### config.mk
export PLATFORM = sky130hd
export DESIGN_NAME = smc_modem_ctrl
export DESIGN_NICKNAME = d
export VERILOG_FILES = /design/src/logic/smc_pkg.sv /design/src/logic/smc_modem_ctrl.sv
export SDC_FILE = /design/constraint.sdc
export NUM_CORES = 1
export LEC_CHECK = 0
export BUFFER_PORTS_ARGS = -buffer_cell sky130_fd_sc_hd__buf_2
export CORE_MARGIN = 2
export CORE_UTILIZATION = 45
export DETAILED_ROUTE_END_ITERATION = 10
export PLACE_DENSITY = 0.67
export SLEW_MARGIN = 25
export SYNTH_ARGS = -nofsm -noshare
export SYNTH_HDL_FRONTEND = slang
export SYNTH_SLANG_ARGS = --single-unit
### constraint.sdc
create_clock -name core_clk_i -period 5.1 [get_ports core_clk_i]
set_clock_uncertainty 0.05 [all_clocks]
set_input_delay 1.02 -clock core_clk_i [delete_from_list [all_inputs] [get_ports core_clk_i]]
set_output_delay 1.02 -clock core_clk_i [all_outputs]
set_load 0.01 [all_outputs]
### src/logic/smc_pkg.sv
// Package: constants and carriers for the serial modem control block
package smc_pkg;

    // Register map (word indices on the plain register port)
    localparam logic [3:0] ADDR_CFG_A = 4'h0;
    localparam logic [3:0] ADDR_CFG_B = 4'h1;
    localparam logic [3:0] ADDR_MASK = 4'h2;
    localparam logic [3:0] ADDR_STATUS = 4'h3;
    localparam logic [3:0] ADDR_STATE = 4'h4;

    // channel_config_a fields
    localparam int CFGA_ENGINE_LSB = 0;
    localparam int CFGA_BUS_CFG = 2;
    localparam int CFGA_CLK_MODE_LSB = 4;
    localparam int CFGA_ASYNC_CHAR = 8;
    // channel_config_b fields
    localparam int CFGB_RTS_FN_LSB = 0;
    localparam int CFGB_RTS_SW = 2;
    localparam int CFGB_CD_AUTO = 3;
    localparam int CFGB_LOOP = 4;
    localparam int CFGB_SUBMODE_LSB = 5;
    localparam int CFGB_ADDR_WIDTH = 7;
    localparam int CFGB_PTP_LSB = 8;
    localparam int CFGB_SYNC_CNT = 10;
    // Status bits
    localparam int ST_CTS_CHANGE = 0;
    localparam int ST_XMIT_REPEAT = 1;
    localparam int ST_ALL_SENT = 2;

    localparam logic [31:0] CFG_A_RST = 32'h0000_0000;
    localparam logic [31:0] CFG_B_RST = 32'h0000_0000;
    localparam logic [31:0] MASK_RST = 32'h0000_0007;
    localparam logic [3:0] CHAR_BITS = 4'h8;

    typedef enum logic [1:0] {
        ENG_FRAMED = 2'b00,
        ENG_BYTESYNC = 2'b10,
        ENG_ASYNC = 2'b11
    } smc_engine_t;

    typedef enum logic [1:0] {
        RTSF_STD = 2'b00,
        RTSF_BUS_TX = 2'b01,
        RTSF_OFF = 2'b10,
        RTSF_RX = 2'b11
    } smc_rts_fn_t;

    typedef enum logic [4:0] {
        TX_IDLE = 5'b00001,
        TX_WAIT = 5'b00010,
        TX_SEND = 5'b00100,
        TX_DRAIN = 5'b01000,
        TX_HOLD = 5'b10000
    } smc_tx_state_t;

    typedef enum logic [2:0] {
        SUB_AUTO = 3'h0,
        SUB_NONAUTO = 3'h1,
        SUB_ADDR1 = 3'h2,
        SUB_ADDR0 = 3'h3,
        SUB_XTRANS = 3'h4
    } smc_submode_t;

    typedef struct packed {
        logic cts_n;
        logic cd;
        logic rxd;
    } smc_pins_in_t;

    typedef struct packed {
        logic [3:0] addr;
        logic [31:0] wdata;
        logic wr;
        logic rd;
    } smc_bus_req_t;

endpackage

### src/logic/smc_modem_ctrl.sv
// Modem handshake, loopback and protocol mode selection for one serial channel
// Operation
// - A pending transmit request drives request-to-send low.
// - Software may drive request-to-send directly.
// - Sending starts only after clear-to-send grants permission.
// - Framed and byte-sync engines abort frame and send idle on lost permission.
// - Aborted frame retransmits after permission returns if its start is still buffered.
// - Lost permission after buffer release resets transmitter, drops request, raises repeat.
// - Async engine finishes current character then idles on lost permission.
// - Async engine resumes with next character after permission returns.
// - Every clear-to-send transition raises a status; its mask bit only gates the interrupt.
// - Alternative request-to-send functions only in bus config, clock mode 0/1, framed.
// - Function 11 drives request-to-send low during frame reception.
// - Function 10 holds request-to-send high constantly.
// - Carrier auto start works in clock modes 0,2,3,6,7, not 1.
// - With auto start, receiver runs while carrier detect is high.
// - Carrier loss still completes the byte being received.
// - Loop test routes transmit data to the receive input.
// - Transmit pin keeps carrying data during loop test.
// - Loop test not offered in clock mode 4.
// - Two-bit field selects framed, async or byte-sync engine and sub-variants.
// - Framed sub-mode field with address-width bit decodes to five modes.
// - Point-to-point framing field decodes to disabled, async, bit-sync, octet-sync.
`timescale 1ns/1ps

module smc_modem_ctrl (
    input wire logic core_clk_i, // 100 MHz clock
    input wire logic srst_i, // Sync reset, active high
    input wire smc_pkg::smc_bus_req_t bus_i, // Register port request
    output logic [31:0] rdata_o, // Read data, cycle after read
    input wire smc_pkg::smc_pins_in_t pins_i, // Async modem pins
    input wire logic tx_req_i, // Transmitter has data pending
    input wire logic tx_bit_i, // Serial data from shifter
    input wire logic tx_char_end_i, // Character/bit boundary pulse
    input wire logic tx_frame_end_i, // Last bit of frame sent
    input wire logic tx_start_held_i, // Frame start still in buffer
    input wire logic tx_pool_released_i, // Shadow data sent, pool freed
    input wire logic rx_frame_active_i, // Receiver inside a frame
    input wire logic rx_byte_end_i, // Received byte complete pulse
    output logic rts_n_o, // Request to send, active low
    output logic txd_o, // Serial data pin
    output logic rx_data_o, // Serial data to receiver
    output logic rx_enable_o, // Receiver enabled
    output logic tx_enable_o, // Shifter may send
    output logic tx_restart_o, // Retransmit frame pulse
    output logic tx_flush_o, // Reset transmitter and buffer pulse
    output logic [1:0] engine_o, // Selected protocol engine
    output logic [2:0] submode_o, // Decoded framed sub-mode
    output logic [1:0] ptp_mode_o, // Point-to-point framing
    output logic irq_pending_o // Any unmasked status set
);

    typedef struct packed {
        logic [2:0] cts_sync;
        logic [2:0] cd_sync;
        logic [2:0] rxd_sync;
        logic cts_ok;
        logic cd_hi;
        logic [31:0] cfg_a;
        logic [31:0] cfg_b;
        logic [2:0] mask;
        logic [2:0] status;
        smc_pkg::smc_tx_state_t tx_st;
        logic rx_on;
        logic rx_draining;
        logic [31:0] rdata;
        logic rts_n;
        logic txd;
        logic rx_data;
        logic tx_en;
        logic restart;
        logic flush;
        logic [1:0] engine;
        logic [2:0] submode;
        logic [1:0] ptp;
        logic irq;
    } smc_state_t;

    smc_state_t s_q, s_d;

    logic [1:0] eng;
    logic [3:0] clk_mode;
    logic bus_cfg;
    logic [1:0] rts_fn;
    logic alt_rts_ok;
    logic cd_auto_ok;
    logic loop_ok;
    logic cts_ok_new;
    logic cd_new;
    logic cts_edge;
    logic [1:0] sub_raw;
    logic [2:0] ev;
    logic [1:0][2:0] ctl_stages;
    logic [1:0] ctl_prev;
    logic [1:0] ctl_lvl;

    // Control pins: level moves only once stages two and three agree
    assign ctl_stages = {s_q.cts_sync, s_q.cd_sync};
    assign ctl_prev = {~s_q.cts_ok, s_q.cd_hi};
    for (genvar p = 0; p < 2; p++) begin : g_ctl_filter
        assign ctl_lvl[p] = (ctl_stages[p][1] == ctl_stages[p][2]) ? ctl_stages[p][2] : ctl_prev[p];
    end

    always_comb begin
        s_d = s_q;
        eng = s_q.cfg_a[smc_pkg::CFGA_ENGINE_LSB +: 2];
        clk_mode = s_q.cfg_a[smc_pkg::CFGA_CLK_MODE_LSB +: 4];
        bus_cfg = s_q.cfg_a[smc_pkg::CFGA_BUS_CFG];
        rts_fn = s_q.cfg_b[smc_pkg::CFGB_RTS_FN_LSB +: 2];
        sub_raw = s_q.cfg_b[smc_pkg::CFGB_SUBMODE_LSB +: 2];
        ev = 3'h0;
        s_d.restart = 1'b0;
        s_d.flush = 1'b0;

        // Three-stage sync; a change counts when stages two and three agree
        s_d.cts_sync = {s_q.cts_sync[1:0], pins_i.cts_n};
        s_d.cd_sync = {s_q.cd_sync[1:0], pins_i.cd};
        s_d.rxd_sync = {s_q.rxd_sync[1:0], pins_i.rxd};
        cts_ok_new = ~ctl_lvl[1];
        cd_new = ctl_lvl[0];
        cts_edge = cts_ok_new != s_q.cts_ok;
        s_d.cts_ok = cts_ok_new;
        s_d.cd_hi = cd_new;
        ev[smc_pkg::ST_CTS_CHANGE] = cts_edge;

        // Mode decode
        s_d.engine = eng;
        s_d.ptp = s_q.cfg_b[smc_pkg::CFGB_PTP_LSB +: 2];
        unique case (sub_raw)
            2'b00: s_d.submode = smc_pkg::SUB_AUTO;
            2'b01: s_d.submode = smc_pkg::SUB_NONAUTO;
            2'b10: s_d.submode = s_q.cfg_b[smc_pkg::CFGB_ADDR_WIDTH] ? smc_pkg::SUB_ADDR1 : smc_pkg::SUB_ADDR0;
            2'b11: s_d.submode = smc_pkg::SUB_XTRANS;
        endcase
        alt_rts_ok = bus_cfg && (clk_mode <= 4'h1) && (eng == smc_pkg::ENG_FRAMED);
        cd_auto_ok = (clk_mode != 4'h1) && (clk_mode != 4'h4) && (clk_mode != 4'h5);
        loop_ok = s_q.cfg_b[smc_pkg::CFGB_LOOP] && (clk_mode != 4'h4);

        // Transmit handshake
        unique case (s_q.tx_st)
            smc_pkg::TX_IDLE: begin
                if (tx_req_i) begin
                    s_d.tx_st = smc_pkg::TX_WAIT;
                end
            end
            smc_pkg::TX_WAIT: begin
                if (s_q.cts_ok) begin
                    s_d.tx_st = smc_pkg::TX_SEND;
                end
            end
            smc_pkg::TX_SEND: begin
                if (tx_frame_end_i && !tx_req_i) begin
                    s_d.tx_st = smc_pkg::TX_IDLE;
                    ev[smc_pkg::ST_ALL_SENT] = 1'b1;
                end else if (!s_q.cts_ok) begin
                    if (eng == smc_pkg::ENG_ASYNC) begin
                        s_d.tx_st = tx_char_end_i ? smc_pkg::TX_WAIT : smc_pkg::TX_DRAIN;
                    end else if (tx_pool_released_i) begin
                        s_d.tx_st = smc_pkg::TX_IDLE;
                        s_d.flush = 1'b1;
                        ev[smc_pkg::ST_XMIT_REPEAT] = 1'b1;
                    end else begin
                        s_d.tx_st = smc_pkg::TX_HOLD;
                    end
                end
            end
            smc_pkg::TX_DRAIN: begin
                if (tx_char_end_i) begin
                    s_d.tx_st = smc_pkg::TX_WAIT;
                end
            end
            smc_pkg::TX_HOLD: begin
                if (s_q.cts_ok) begin
                    if (tx_start_held_i) begin
                        s_d.tx_st = smc_pkg::TX_SEND;
                        s_d.restart = 1'b1;
                    end else begin
                        s_d.tx_st = smc_pkg::TX_IDLE;
                        s_d.flush = 1'b1;
                        ev[smc_pkg::ST_XMIT_REPEAT] = 1'b1;
                    end
                end
            end
        endcase
        s_d.tx_en = (s_d.tx_st == smc_pkg::TX_SEND) || (s_d.tx_st == smc_pkg::TX_DRAIN);
        s_d.txd = s_d.tx_en ? tx_bit_i : 1'b1;

        // Request to send
        if (alt_rts_ok && rts_fn == smc_pkg::RTSF_OFF) begin
            s_d.rts_n = 1'b1;
        end else if (alt_rts_ok && rts_fn == smc_pkg::RTSF_RX) begin
            s_d.rts_n = ~rx_frame_active_i;
        end else if (alt_rts_ok && rts_fn == smc_pkg::RTSF_BUS_TX) begin
            s_d.rts_n = ~s_q.tx_en;
        end else begin
            s_d.rts_n = ~((s_d.tx_st != smc_pkg::TX_IDLE) || s_q.cfg_b[smc_pkg::CFGB_RTS_SW]);
        end

        // Receiver control
        if (s_q.cfg_b[smc_pkg::CFGB_CD_AUTO] && cd_auto_ok) begin
            if (s_q.cd_hi) begin
                s_d.rx_on = 1'b1;
                s_d.rx_draining = 1'b0;
            end else if (s_q.rx_on && !s_q.rx_draining) begin
                s_d.rx_draining = 1'b1;
            end else if (s_q.rx_draining && rx_byte_end_i) begin
                s_d.rx_on = 1'b0;
                s_d.rx_draining = 1'b0;
            end
        end else begin
            s_d.rx_on = 1'b1;
            s_d.rx_draining = 1'b0;
        end
        s_d.rx_data = loop_ok ? s_d.txd : s_q.rxd_sync[2];

        // Register port; hardware set wins over software clear
        s_d.rdata = 32'h0000_0000;
        if (bus_i.wr) begin
            unique case (bus_i.addr)
                smc_pkg::ADDR_CFG_A: s_d.cfg_a = bus_i.wdata;
                smc_pkg::ADDR_CFG_B: s_d.cfg_b = bus_i.wdata;
                smc_pkg::ADDR_MASK: s_d.mask = bus_i.wdata[2:0];
                smc_pkg::ADDR_STATUS: s_d.status = s_q.status & ~bus_i.wdata[2:0];
                default: ;
            endcase
        end
        if (bus_i.rd) begin
            unique case (bus_i.addr)
                smc_pkg::ADDR_CFG_A: s_d.rdata = s_q.cfg_a;
                smc_pkg::ADDR_CFG_B: s_d.rdata = s_q.cfg_b;
                smc_pkg::ADDR_MASK: s_d.rdata = {29'h0, s_q.mask};
                smc_pkg::ADDR_STATUS: s_d.rdata = {29'h0, s_q.status};
                smc_pkg::ADDR_STATE: s_d.rdata = {24'h0, s_q.cts_ok, s_q.cd_hi, s_q.rx_on, s_q.tx_st};
                default: s_d.rdata = 32'h0000_0000;
            endcase
        end
        // Status records every event; the mask only gates the summary
        s_d.status = s_d.status | ev;
        s_d.irq = |(s_d.status & ~s_d.mask);
    end

    always_ff @(posedge core_clk_i) begin
        if (srst_i) begin
            s_q <= '0;
            s_q.cts_sync <= 3'h7;
            s_q.rxd_sync <= 3'h7;
            s_q.cfg_a <= smc_pkg::CFG_A_RST;
            s_q.cfg_b <= smc_pkg::CFG_B_RST;
            s_q.mask <= smc_pkg::MASK_RST[2:0];
            s_q.tx_st <= smc_pkg::TX_IDLE;
            s_q.rts_n <= 1'b1;
            s_q.txd <= 1'b1;
            s_q.rx_data <= 1'b1;
        end else begin
            s_q <= s_d;
        end
    end

    assign rdata_o = s_q.rdata;
    assign rts_n_o = s_q.rts_n;
    assign txd_o = s_q.txd;
    assign rx_data_o = s_q.rx_data;
    assign rx_enable_o = s_q.rx_on;
    assign tx_enable_o = s_q.tx_en;
    assign tx_restart_o = s_q.restart;
    assign tx_flush_o = s_q.flush;
    assign engine_o = s_q.engine;
    assign submode_o = s_q.submode;
    assign ptp_mode_o = s_q.ptp;
    assign irq_pending_o = s_q.irq;

endmodule

==> results of run 1 <==
==> final timing paths <==
path	startpoint	cells after the start	slack [ps]	to
hold reg to reg	s_d[126]	1	360	s_d[127]
setup / recovery	bus_i[35]	5	2290	s_q[120]
hold / removal	s_d[126]	1	360	s_d[127]
setup reg to reg	s_q[50]	5	2910	rts_n_o
==> critical path, stage by stage <==
cell and delay [ps]:
sky130_fd_sc_hd__buf_2 160, sky130_fd_sc_hd__nor4_4 900, sky130_fd_sc_hd__and2_2 730, sky130_fd_sc_hd__nand2_1 130
sky130_fd_sc_hd__a21oi_1 150
==> metal layers <==
metal,part of all wire,routed length (µm),up-vias,track usage
met3,0.080,993,13,0.0584
met2,0.46,5680,180,0.295
li1,-,-,2140,-
met5,0,0,-,0
met1,0.45,5570,2053,0.276
met4,0.013,155,0,0.0797
==> sequential cells by signal, summed over array words and instances (netlist names) <==
signal	cells
s_q	67
rdata_o	32
ctl_stages	6
clk_mode	4
s_d	4
submode_o	3
eng	2
engine_o	2
ptp_mode_o	2
rts_fn	2
bus_cfg	1
ctl_prev	1
irq_pending_o	1
rts_n_o	1
rx_data_o	1
rx_enable_o	1
tx_enable_o	1
tx_flush_o	1
tx_restart_o	1
txd_o	1
==> final cells by class <==
class / instances / area share
Sequential cell: 134 / 0.437
Multi-Input combinational cell: 398 / 0.345
Timing Repair Buffer: 101 / 0.0843
Clock buffer: 17 / 0.0693
Clock inverter: 15 / 0.0332
Tap cell: 143 / 0.0291
Inverter: 3 / 0.00183
==> power breakdown <==
part / switching, mW / internal (mW)
Combinational: 0.0599 / 0.0347
Clock: 0.462 / 0.820
Sequential: 0.00987 / 1.06
==> cell families (layout without fill, tap and decap cells) <==
family / Yosys count / after routing / synth area share
muxes: 4 / 4 / 0.00776
xor gates and xnor gates: 2 / 2 / 0.00329
and+or+nand+nor: 257 / 257 / 0.225
AOI/OAI and AO/OA: 135 / 135 / 0.161
DFF: 134 / 134 / 0.504
buffers and inverters: 85 / 136 / 0.0981
==> synthesized netlist by cell type, types with 4 or more instances <==
library cell	n	share of area
sky130_fd_sc_hd__a222oi_1	8	0.015
sky130_fd_sc_hd__o21ai_0	7	0.0066
sky130_fd_sc_hd__nor3_1	7	0.0066
sky130_fd_sc_hd__buf_4	39	0.055
sky130_fd_sc_hd__nand3_1	5	0.0047
sky130_fd_sc_hd__nand2b_1	5	0.0059
sky130_fd_sc_hd__nor4_1	4	0.0047
sky130_fd_sc_hd__buf_2	7	0.0066
sky130_fd_sc_hd__clkbuf_1	29	0.020
sky130_fd_sc_hd__nand2_1	143	0.10
sky130_fd_sc_hd__a31oi_1	4	0.0047
sky130_fd_sc_hd__dfxtp_1	134	0.50
sky130_fd_sc_hd__buf_6	5	0.011
sky130_fd_sc_hd__nor2_1	50	0.035
sky130_fd_sc_hd__a21oi_1	72	0.068
sky130_fd_sc_hd__or2_2	7	0.0082
sky130_fd_sc_hd__a22oi_1	27	0.038
sky130_fd_sc_hd__nor2b_1	8	0.0094
==> per-stage QoR <==
step	instances	util	hold slack, ps
after global placement	779	0.480	344
after detailed placement	779	0.481	346
after CTS	811	0.535	359
after floorplan	617	-	339
after global routing	811	0.536	375
final	811	0.536	357
==> impl_summary.txt, run 1 <==
----------------------------------------------------
[Run status]
  Status ... finished clean

[Timing]
  Count of final setup violators ... 0
  Least-Margin Pin Slew ... 1010 ps
  Post-route minimum period ... 2810 ps
  Setup_tns ... 0 ps
  Setup repair after global routing missed its margin ... false
  Worst-case setup margin in the final layout ... 2290 ps
  Count of final hold-check violations ... 0
  Period utilization ... 0.551
  Maximum clock rate ... between 0.3 and 0.4 GHz
  Worst relative slew slack ... 0.320
  Number of max-slew violations in the final report ... 0

[Yosys]
  Average footprint of a synthesized cell ... approximately 8.6 µm²
  Primary FF master, synth ... sky130_fd_sc_hd__dfxtp_1
  Async set or reset register ratio after synthesis ... 0
  Number of flops mapped to enable cells by yosys ... 0
  Post-synth design cell area ... approximately 5300 µm²
  Synthesis-stage register bit count ... 134
  Number of unique standard cell types used by synthesis ... 56
  Count of mapped cells out of synthesis ... 617
  Post-synth net total ... roughly 670
  Sequential element share of the synthesized area ... 0.504
  Number of warnings issued by yosys ... 0

[Worst setup path]
  Endpoint class of the critical path ... flip-flop
  Required @ worst endpoint ... about 5400 ps
  Setup Crit Path Kind ... in2reg
  WP data arrival ... 3100 ps
  Crit path launch type ... input pin
  Largest fanout of any net on the critical path ... 32

[Floorplanning]
  Site Rows ... 39
  X dimension of the die ... between 100 and 150 µm
  Area of the die ... 12,700 µm²
  Initial Utilization ... 0.464
  Area of the core region ... between 10,000 and 15,000 µm²
  Die height ... between 100 and 150 µm
  I/O pins ... 98

[Finish]
  Antenna Cells ... 0
  Fraction of final layout cells with drive strength greater than 1 ... 0.232
  Most common library cell in the layout ignoring fill and taps ... sky130_fd_sc_hd__nand2_1
  NumNets Final ... just over 700
  Most frequent cells in the layout ... 141 x sky130_fd_sc_hd__nand2_1, 134 x sky130_fd_sc_hd__dfxtp_1, 96 x sky130_fd_sc_hd__buf_2, 72 x sky130_fd_sc_hd__a21oi_1, 50 x sky130_fd_sc_hd__nor2_1
  Post-Layout Inst Area ... slightly above 6000 µm²
  Multi-input logic area ... about 2100 µm²
  Relative area change from synthesis to final layout ... 15.5%
  Footprint of the flip-flops and latches ... approximately 2700 µm²
  Layout fillers ... ~1,000

[Power]
  Overall power consumption ... about 2.4 mW
  Peak supply drop ... 0.186 mV
  Power per cell area ... between 300 and 400 nW/µm²
  Leakage ... 2.30 nW

[Place]
  Worst-case setup slack after placement ... between 1500 and 2000 ps
  Final GP Congestion ... approximately 0.83
  Post-detailed-placement half-perimeter wirelength ... between 7000 and 8000 µm
  Number of port buffers ... 97
  Cell area reported after detailed placement ... between 5000 and 6000 µm²

[GRT]
  Antenna violations before repair ... 0
  Largest net degree at the start of global routing ... slightly above 60
  Via count of the first global-routing pass ... around 4,200
  First-pass GRT wire length ... ~20,000 µm
  GR Overflow Total ... 0
  Total Routing Usage GR ... 0.200

[Clocking]
  Max clock buf depth ... 2
  Number of hold buffers added after cts ... 0
  Number of H-tree levels ... 4
  Clk slew on worst S/H paths ... 60 ps
  TritonCTS Sinks ... between 100 and 150
  Buffers inserted during post-CTS setup optimization ... 0
  Resize count post-CTS ... 0
  CTS tree ... done
  Clock root buffer ... sky130_fd_sc_hd__clkbuf_16
  Worst skew pair latency ... ~410 ps
  Clock buffer count from CTS ... 17

[Worst hold path]
  Hold Path Class ... reg2reg

[Drt]
  Violation count after the first detailed-route iteration ... between 300 and 400
  Vias per std cell ... between 5 and 6
  Remaining antenna violation count after routing ... 0
  Total number of vias ... approximately 4,400
  Wire length per cell after detailed routing ... around 15 µm
  Iteration count of the initial detailed-routing pass ... 6
  Final WL ... 12,400 µm
  DRC viols ... 0

[Run]
  Number of violations of the max-capacitance limit ... 0

----------------------------------------------------
Note: power is estimated with default switching activity, not from simulation.
==> run 2, diff against run 1 <==
--- a/config.mk
+++ b/config.mk
@@ -5,6 +5,7 @@
 export SDC_FILE = /design/constraint.sdc
 export NUM_CORES = 1
 export LEC_CHECK = 0
+export ABC_AREA = 1
 export BUFFER_PORTS_ARGS = -buffer_cell sky130_fd_sc_hd__buf_2
 export CORE_MARGIN = 2
 export CORE_UTILIZATION = 45
==> constraint.sdc (replaced) <==
create_clock -name core_clk_i -period 2.81 [get_ports core_clk_i]
set_clock_uncertainty 0.05 [all_clocks]
set_input_delay 0.562 -clock core_clk_i [delete_from_list [all_inputs] [get_ports core_clk_i]]
set_output_delay 0.562 -clock core_clk_i [all_outputs]
set_load 0.01 [all_outputs]
==> impl_summary.txt, run 2 <==
----------------------------------------------------
[Timing]
  Setup_tns ... 0 ps
  Count of final hold-check violations ... 0
  Maximum clock rate ... around 0.54 GHz
  Worst relative slew slack ... 0.544
  Period utilization ... 0.661
  Setup repair after global routing missed its margin ... false
  Number of max-slew violations in the final report ... 0
  Post-route minimum period ... around 1900 ps
  Least-Margin Pin Slew ... 683 ps
  Count of final setup violators ... 0

[Floorplanning]
  Initial Utilization ... 0.466
  X dimension of the die ... roughly 110 µm
  Area of the core region ... between 10,000 and 15,000 µm²
  Area of the die ... ~13,000 µm²
  Site Rows ... 39
  Die height ... ~110 µm
  I/O pins ... between 90 and 100

[Worst setup path]
  Crit path launch type ... flip-flop
  Setup Crit Path Kind ... reg2reg
  Largest fanout of any net on the critical path ... 12
  WP data arrival ... 2110 ps
  Endpoint class of the critical path ... flip-flop
  Required @ worst endpoint ... 3060 ps

[Yosys]
  Number of unique standard cell types used by synthesis ... 34
  Sequential element share of the synthesized area ... 0.498
  Primary FF master, synth ... sky130_fd_sc_hd__dfxtp_1
  Post-synth design cell area ... ~5400 µm²
  Average footprint of a synthesized cell ... between 7 and 8 µm²
  Share of the synthesized area in the top cell type ... 0.498
  Most numerous cell in the Yosys netlist ... sky130_fd_sc_hd__dfxtp_1
  Async set or reset register ratio after synthesis ... 0
  Post-synth top area cell ... sky130_fd_sc_hd__dfxtp_1
  Number of flops mapped to enable cells by yosys ... 0
  Most used standard cells in the synthesized netlist ... 134 x sky130_fd_sc_hd__dfxtp_1, 123 x sky130_fd_sc_hd__nand2_1, 88 x sky130_fd_sc_hd__nor2_1, 76 x sky130_fd_sc_hd__a21oi_1, 53 x sky130_fd_sc_hd__inv_1
  Synth top area cells ... sky130_fd_sc_hd__dfxtp_1 50%, sky130_fd_sc_hd__nand2_1 8.6%, sky130_fd_sc_hd__a21oi_1 7.1%
  Number of warnings issued by yosys ... 0
  Post-synth net total ... 752
  Synthesis-stage register bit count ... about 130
  Count of mapped cells out of synthesis ... ~700

[Drt]
  Total number of vias ... 4,658
  DRC viols ... 0
  Wire length per cell after detailed routing ... roughly 15 µm
  Vias per std cell ... around 5
  Iteration count of the initial detailed-routing pass ... 6
  Final WL ... 13,400 µm
  Remaining antenna violation count after routing ... 0
  Violation count after the first detailed-route iteration ... 350

[GRT]
  Largest net degree at the start of global routing ... 54
  Antenna violations before repair ... 0
  First-pass GRT wire length ... about 21,000 µm
  Total Routing Usage GR ... 0.211
  Via count of the first global-routing pass ... 4,424
  GR Overflow Total ... 0

[Clocking]
  Clock root buffer ... sky130_fd_sc_hd__clkbuf_16
  Max clock buf depth ... 2
  CTS tree ... done
  Clk slew on worst S/H paths ... 50 ps
  Resize count post-CTS ... 0
  Number of H-tree levels ... 4
  TritonCTS Sinks ... between 100 and 150
  Clock buffer count from CTS ... 17
  Worst skew pair latency ... roughly 400 ps
  Number of hold buffers added after cts ... 0
  Buffers inserted during post-CTS setup optimization ... 0

[Power]
  Power per cell area ... ~700 nW/µm²
  Peak supply drop ... roughly 0.35 mV
  Overall power consumption ... 4.44 mW
  Leakage ... 2.73 nW

[Worst hold path]
  Hold Path Class ... in2reg

[Run status]
  Status ... finished clean

[Finish]
  Layout fillers ... approximately 1,100
  Post-route non-filler standard cell count ... 907
  Largest register FFs ... 67
  Antenna Cells ... 0
  NumNets Final ... around 800
  Finished Core Util ... 0.545
  Most common library cell in the layout ignoring fill and taps ... sky130_fd_sc_hd__dfxtp_1
  Fraction of final layout cells with drive strength greater than 1 ... 0.216
  Relative area change from synthesis to final layout ... 17.0%
  Largest Register ... s_q
  Most frequent cells in the layout ... 134 x sky130_fd_sc_hd__dfxtp_1, 123 x sky130_fd_sc_hd__nand2_1, 97 x sky130_fd_sc_hd__buf_2, 87 x sky130_fd_sc_hd__nor2_1, 76 x sky130_fd_sc_hd__a21oi_1

[Place]
  Final GP Congestion ... between 0.8 and 0.9
  Placed instance count ... roughly 880
  Post-detailed-placement half-perimeter wirelength ... between 8000 and 9000 µm
  Number of port buffers ... 97

[Run]
  Number of violations of the max-capacitance limit ... 0

----------------------------------------------------
## run 2: cell count changes in the layout (fill, tap and decap cells not counted), moves of 6 or more
cell	before	now
sky130_fd_sc_hd__inv_1	3	53
sky130_fd_sc_hd__o21ai_0	7	48
sky130_fd_sc_hd__nor2b_1	8	0
sky130_fd_sc_hd__nand4_1	0	6
sky130_fd_sc_hd__a22oi_1	27	0
sky130_fd_sc_hd__nand3_1	5	34
sky130_fd_sc_hd__nor2_1	50	87
sky130_fd_sc_hd__inv_2	0	9
sky130_fd_sc_hd__nand2_1	141	123
sky130_fd_sc_hd__a222oi_1	8	0
## run 2: final cells by class
| cell class | instances | area (µm²) | area share |
|---|---|---|---|
| clock buffer | 24 | 472 | 0.0749 |
| clock inverter | 8 | 146 | 0.0232 |
| inverter | 62 | 233 | 0.0369 |
| multi-input combinational | 431 | 2040 | 0.324 |
| sequential | 134 | 2680 | 0.426 |
| tap | 143 | 179 | 0.0284 |
| timing repair buffer | 105 | 546 | 0.0866 |
## run 2: routing by layer
layer | track usage | routed length (µm)
met5 | 0 | 0
met4 | 0.0797 | 209
met2 | 0.334 | 6210
met1 | 0.278 | 6060
met3 | 0.0563 | 899
## run 2: cell families after synthesis
logic type / after synthesis / synth area share
flip-flops: 134 / 0.498
buffers and inverters: 136 / 0.124
multiplexers: 1 / 0.00209
AND/OR/NAND/NOR: 280 / 0.225
AO/OA/AOI/OAI: 150 / 0.151
## run 2: stage by stage
step	setup WS [ps]	instance area, µm²	hold slack [ps]
2_1_floorplan	1110	5390	338
3_5_place_dp	736	5680	346
6_report	952	6300	284
5_1_grt	771	6300	269
4_1_cts	923	6300	267
3_3_place_gp	782	5680	344
## run 2: final timing paths
path / start / to / slack, ps / depth (start not counted)
worst max-delay path: s_q[124] / txd_o / 950 / 7
worst min-delay path: pins_i[2] / ctl_stages[3] / 280 / 2
worst max register to register: s_q[124] / txd_o / 950 / 7
worst min register to register: s_d[126] / s_d[127] / 360 / 1
## run 2: report_power, final
part / leakage, nW / total (mW) / switching, mW / internal, mW
clock: 0.298 / 2.29 / 0.762 / 1.53
sequential: 1.08 / 1.95 / 0.0155 / 1.93
combinational: 1.35 / 0.201 / 0.135 / 0.0658
total: 2.73 / 4.44 / 0.913 / 3.53
## run 2: critical path: stages (launching register included)
cell and delay [ps]:
sky130_fd_sc_hd__dfxtp_1 560, sky130_fd_sc_hd__inv_1 250, sky130_fd_sc_hd__o21ai_0 150, sky130_fd_sc_hd__nand4_2 160, sky130_fd_sc_hd__nand3_2 110, sky130_fd_sc_hd__inv_2 40, sky130_fd_sc_hd__or2_1 220, sky130_fd_sc_hd__or2_1 210
==> run 3, diff against run 2 <==
--- a/config.mk
+++ b/config.mk
@@ -5,12 +5,12 @@
 export SDC_FILE = /design/constraint.sdc
 export NUM_CORES = 1
 export LEC_CHECK = 0
-export ABC_AREA = 1
+export ABC_AREA = 0
 export BUFFER_PORTS_ARGS = -buffer_cell sky130_fd_sc_hd__buf_2
 export CORE_MARGIN = 2
 export CORE_UTILIZATION = 45
 export DETAILED_ROUTE_END_ITERATION = 10
-export PLACE_DENSITY = 0.67
+export PLACE_DENSITY = 0.69
 export SLEW_MARGIN = 25
 export SYNTH_ARGS = -nofsm -noshare
 export SYNTH_HDL_FRONTEND = slang
==> constraint.sdc (replaced) <==
create_clock -name core_clk_i -period 1.7 [get_ports core_clk_i]
set_clock_uncertainty 0.05 [all_clocks]
set_input_delay 0.34 -clock core_clk_i [delete_from_list [all_inputs] [get_ports core_clk_i]]
set_output_delay 0.34 -clock core_clk_i [all_outputs]
set_load 0.01 [all_outputs]
==> impl_summary.txt, run 3 (synthesis gave the netlist of run 1 again) <==
----------------------------------------------------
[Run status]
  Status ... finished with violations
  Failing checks ... negative setup slack

[Floorplanning]
  Initial Utilization ... 0.464
  Die height ... 113 µm
  I/O pins ... 98
  Site Rows ... 39
  X dimension of the die ... 113 µm
  Area of the die ... about 13,000 µm²
  Area of the core region ... 11,500 µm²

[Timing]
  Worst-case setup margin in the final layout ... -145 ps
  Number of max-slew violations in the final report ... 0
  Least-Margin Pin Slew ... between 400 and 500 ps
  Maximum clock rate ... ~0.54 GHz
  Period utilization ... 1.09
  Worst relative slew slack ... 0.725
  Hold slack final ... 55.6 ps
  Setup repair after global routing missed its margin ... true
  Count of final hold-check violations ... 0
  Setup_tns ... -471 ps
  Post-route minimum period ... roughly 1800 ps
  Count of final setup violators ... 4

[Finish]
  Multi-input logic area ... roughly 2200 µm²
  Footprint of the flip-flops and latches ... about 2700 µm²
  Relative area change from synthesis to final layout ... 26.2%
  Largest register FFs ... 67
  NumNets Final ... approximately 750
  Largest Register ... s_q
  Layout fillers ... ~1,000
  Finished Core Util ... 0.585
  Most common library cell in the layout ignoring fill and taps ... sky130_fd_sc_hd__nand2_1
  Most frequent cells in the layout ... 143 x sky130_fd_sc_hd__nand2_1, 129 x sky130_fd_sc_hd__dfxtp_1, 97 x sky130_fd_sc_hd__buf_2, 72 x sky130_fd_sc_hd__a21oi_1, 50 x sky130_fd_sc_hd__nor2_1
  Post-route non-filler standard cell count ... about 860
  Fraction of final layout cells with drive strength greater than 1 ... 0.296
  Antenna Cells ... 0

[Power]
  Overall power consumption ... 7.97 mW
  Power per cell area ... roughly 1200 nW/µm²
  Leakage ... about 2.6 nW
  Peak supply drop ... between 0.6 and 0.7 mV

[Worst setup path]
  Setup Crit Path Kind ... reg2reg
  Endpoint class of the critical path ... flip-flop
  Crit path launch type ... flip-flop
  Required @ worst endpoint ... 2010 ps
  WP data arrival ... between 2000 and 2500 ps
  R2R cell count ... 5
  Largest fanout of any net on the critical path ... 6

[Place]
  Placed instance count ... approximately 830
  Post-detailed-placement half-perimeter wirelength ... ~9200 µm
  Number of port buffers ... 97
  Final GP Congestion ... between 0.8 and 0.9

[Worst hold path]
  Cell depth of the worst hold path ... 2
  Hold Path Class ... in2reg

[GRT]
  First-pass GRT wire length ... roughly 22,000 µm
  Via count of the first global-routing pass ... about 4,400
  GR Overflow Total ... 0
  Largest net degree at the start of global routing ... 38
  Antenna violations before repair ... 0
  Total Routing Usage GR ... 0.216

[Run]
  Number of violations of the max-capacitance limit ... 0

[Clocking]
  Clock buffer count from CTS ... 17
  Worst skew pair latency ... slightly above 400 ps
  Max clock buf depth ... 2
  Clock root buffer ... sky130_fd_sc_hd__clkbuf_16
  Clk slew on worst S/H paths ... roughly 60 ps
  Number of hold buffers added after cts ... 0
  TritonCTS Sinks ... 134
  Number of H-tree levels ... 4
  CTS tree ... done

[Drt]
  Iteration count of the initial detailed-routing pass ... 5
  Vias per std cell ... about 5.3
  Final WL ... roughly 14,000 µm
  Violation count after the first detailed-route iteration ... approximately 300
  DRC viols ... 0
  Total number of vias ... roughly 4,600
  Remaining antenna violation count after routing ... 0
  Wire length per cell after detailed routing ... 15.8 µm

----------------------------------------------------
-- run 3: cell count changes in the layout (fill, tap and decap cells not counted), sizes merged, moves of 7 or more --
cell	previous run	this run
nand2	128	143
nor2	93	50
nand4	7	0
buf	105	149
inv	62	4
a222oi	0	8
a22oi	0	27
nand3	36	5
nor2b	0	8
o21ai	49	7
-- run 3: worst max-delay path: stages (launching register included) --
cell and delay [ps]:
sky130_fd_sc_hd__dfxtp_4 360, sky130_fd_sc_hd__or3b_4 420, sky130_fd_sc_hd__or4_4 520, sky130_fd_sc_hd__o211ai_2 100, sky130_fd_sc_hd__and4b_1 220, sky130_fd_sc_hd__a21bo_1 110
-- run 3: stage by stage --
step                      setup WS (ps)  area [µm²]
after floorplan                   -48.0        5350
after global placement             -130        5930
after detailed placement           -180        5930
after CTS                          -121        6670
after global routing               -198        6710
final                              -145        6710
-- run 3: worst paths after layout --
check        slack (ps)       from       endpoint
max reg2reg        -150    s_q[51]        rts_n_o
min                  60  pins_i[2]  ctl_stages[3]
min reg2reg         360   s_d[127]       s_q[127]
max                -150    s_q[51]        rts_n_o
-- run 3: per-layer routing --
layer / GRT usage / routed length, µm / vias up
met5: 0 / 0 / -
met4: 0.0911 / 268 / 0
met3: 0.0637 / 1040 / 24
met2: 0.342 / 6470 / 163
met1: 0.278 / 5810 / 2161
li1: - / - / 2246
-- run 3: final cells by class --
type                            instances  area share
Sequential cell                       134       0.401
Multi-Input combinational cell        398       0.325
Timing Repair Buffer                  149       0.138
Clock buffer                           19      0.0660
Clock inverter                         13      0.0408
Tap cell                              143      0.0266
Inverter                                3     0.00168
-- run 3: repair_timing --
action                                  in CTS  in global routing
buffers inserted                             1                  0
hold endpoints to repair                     0                  0
resized for setup                            7                  9
endpoints found under the setup margin       5                  7
pin swaps                                    3                  2
-- run 3: power breakdown --
group	total [mW]	switching (mW)	internal, mW
Sequential	3.20	0.0263	3.18
Combinational	0.344	0.197	0.147
Clock	4.42	1.34	3.08
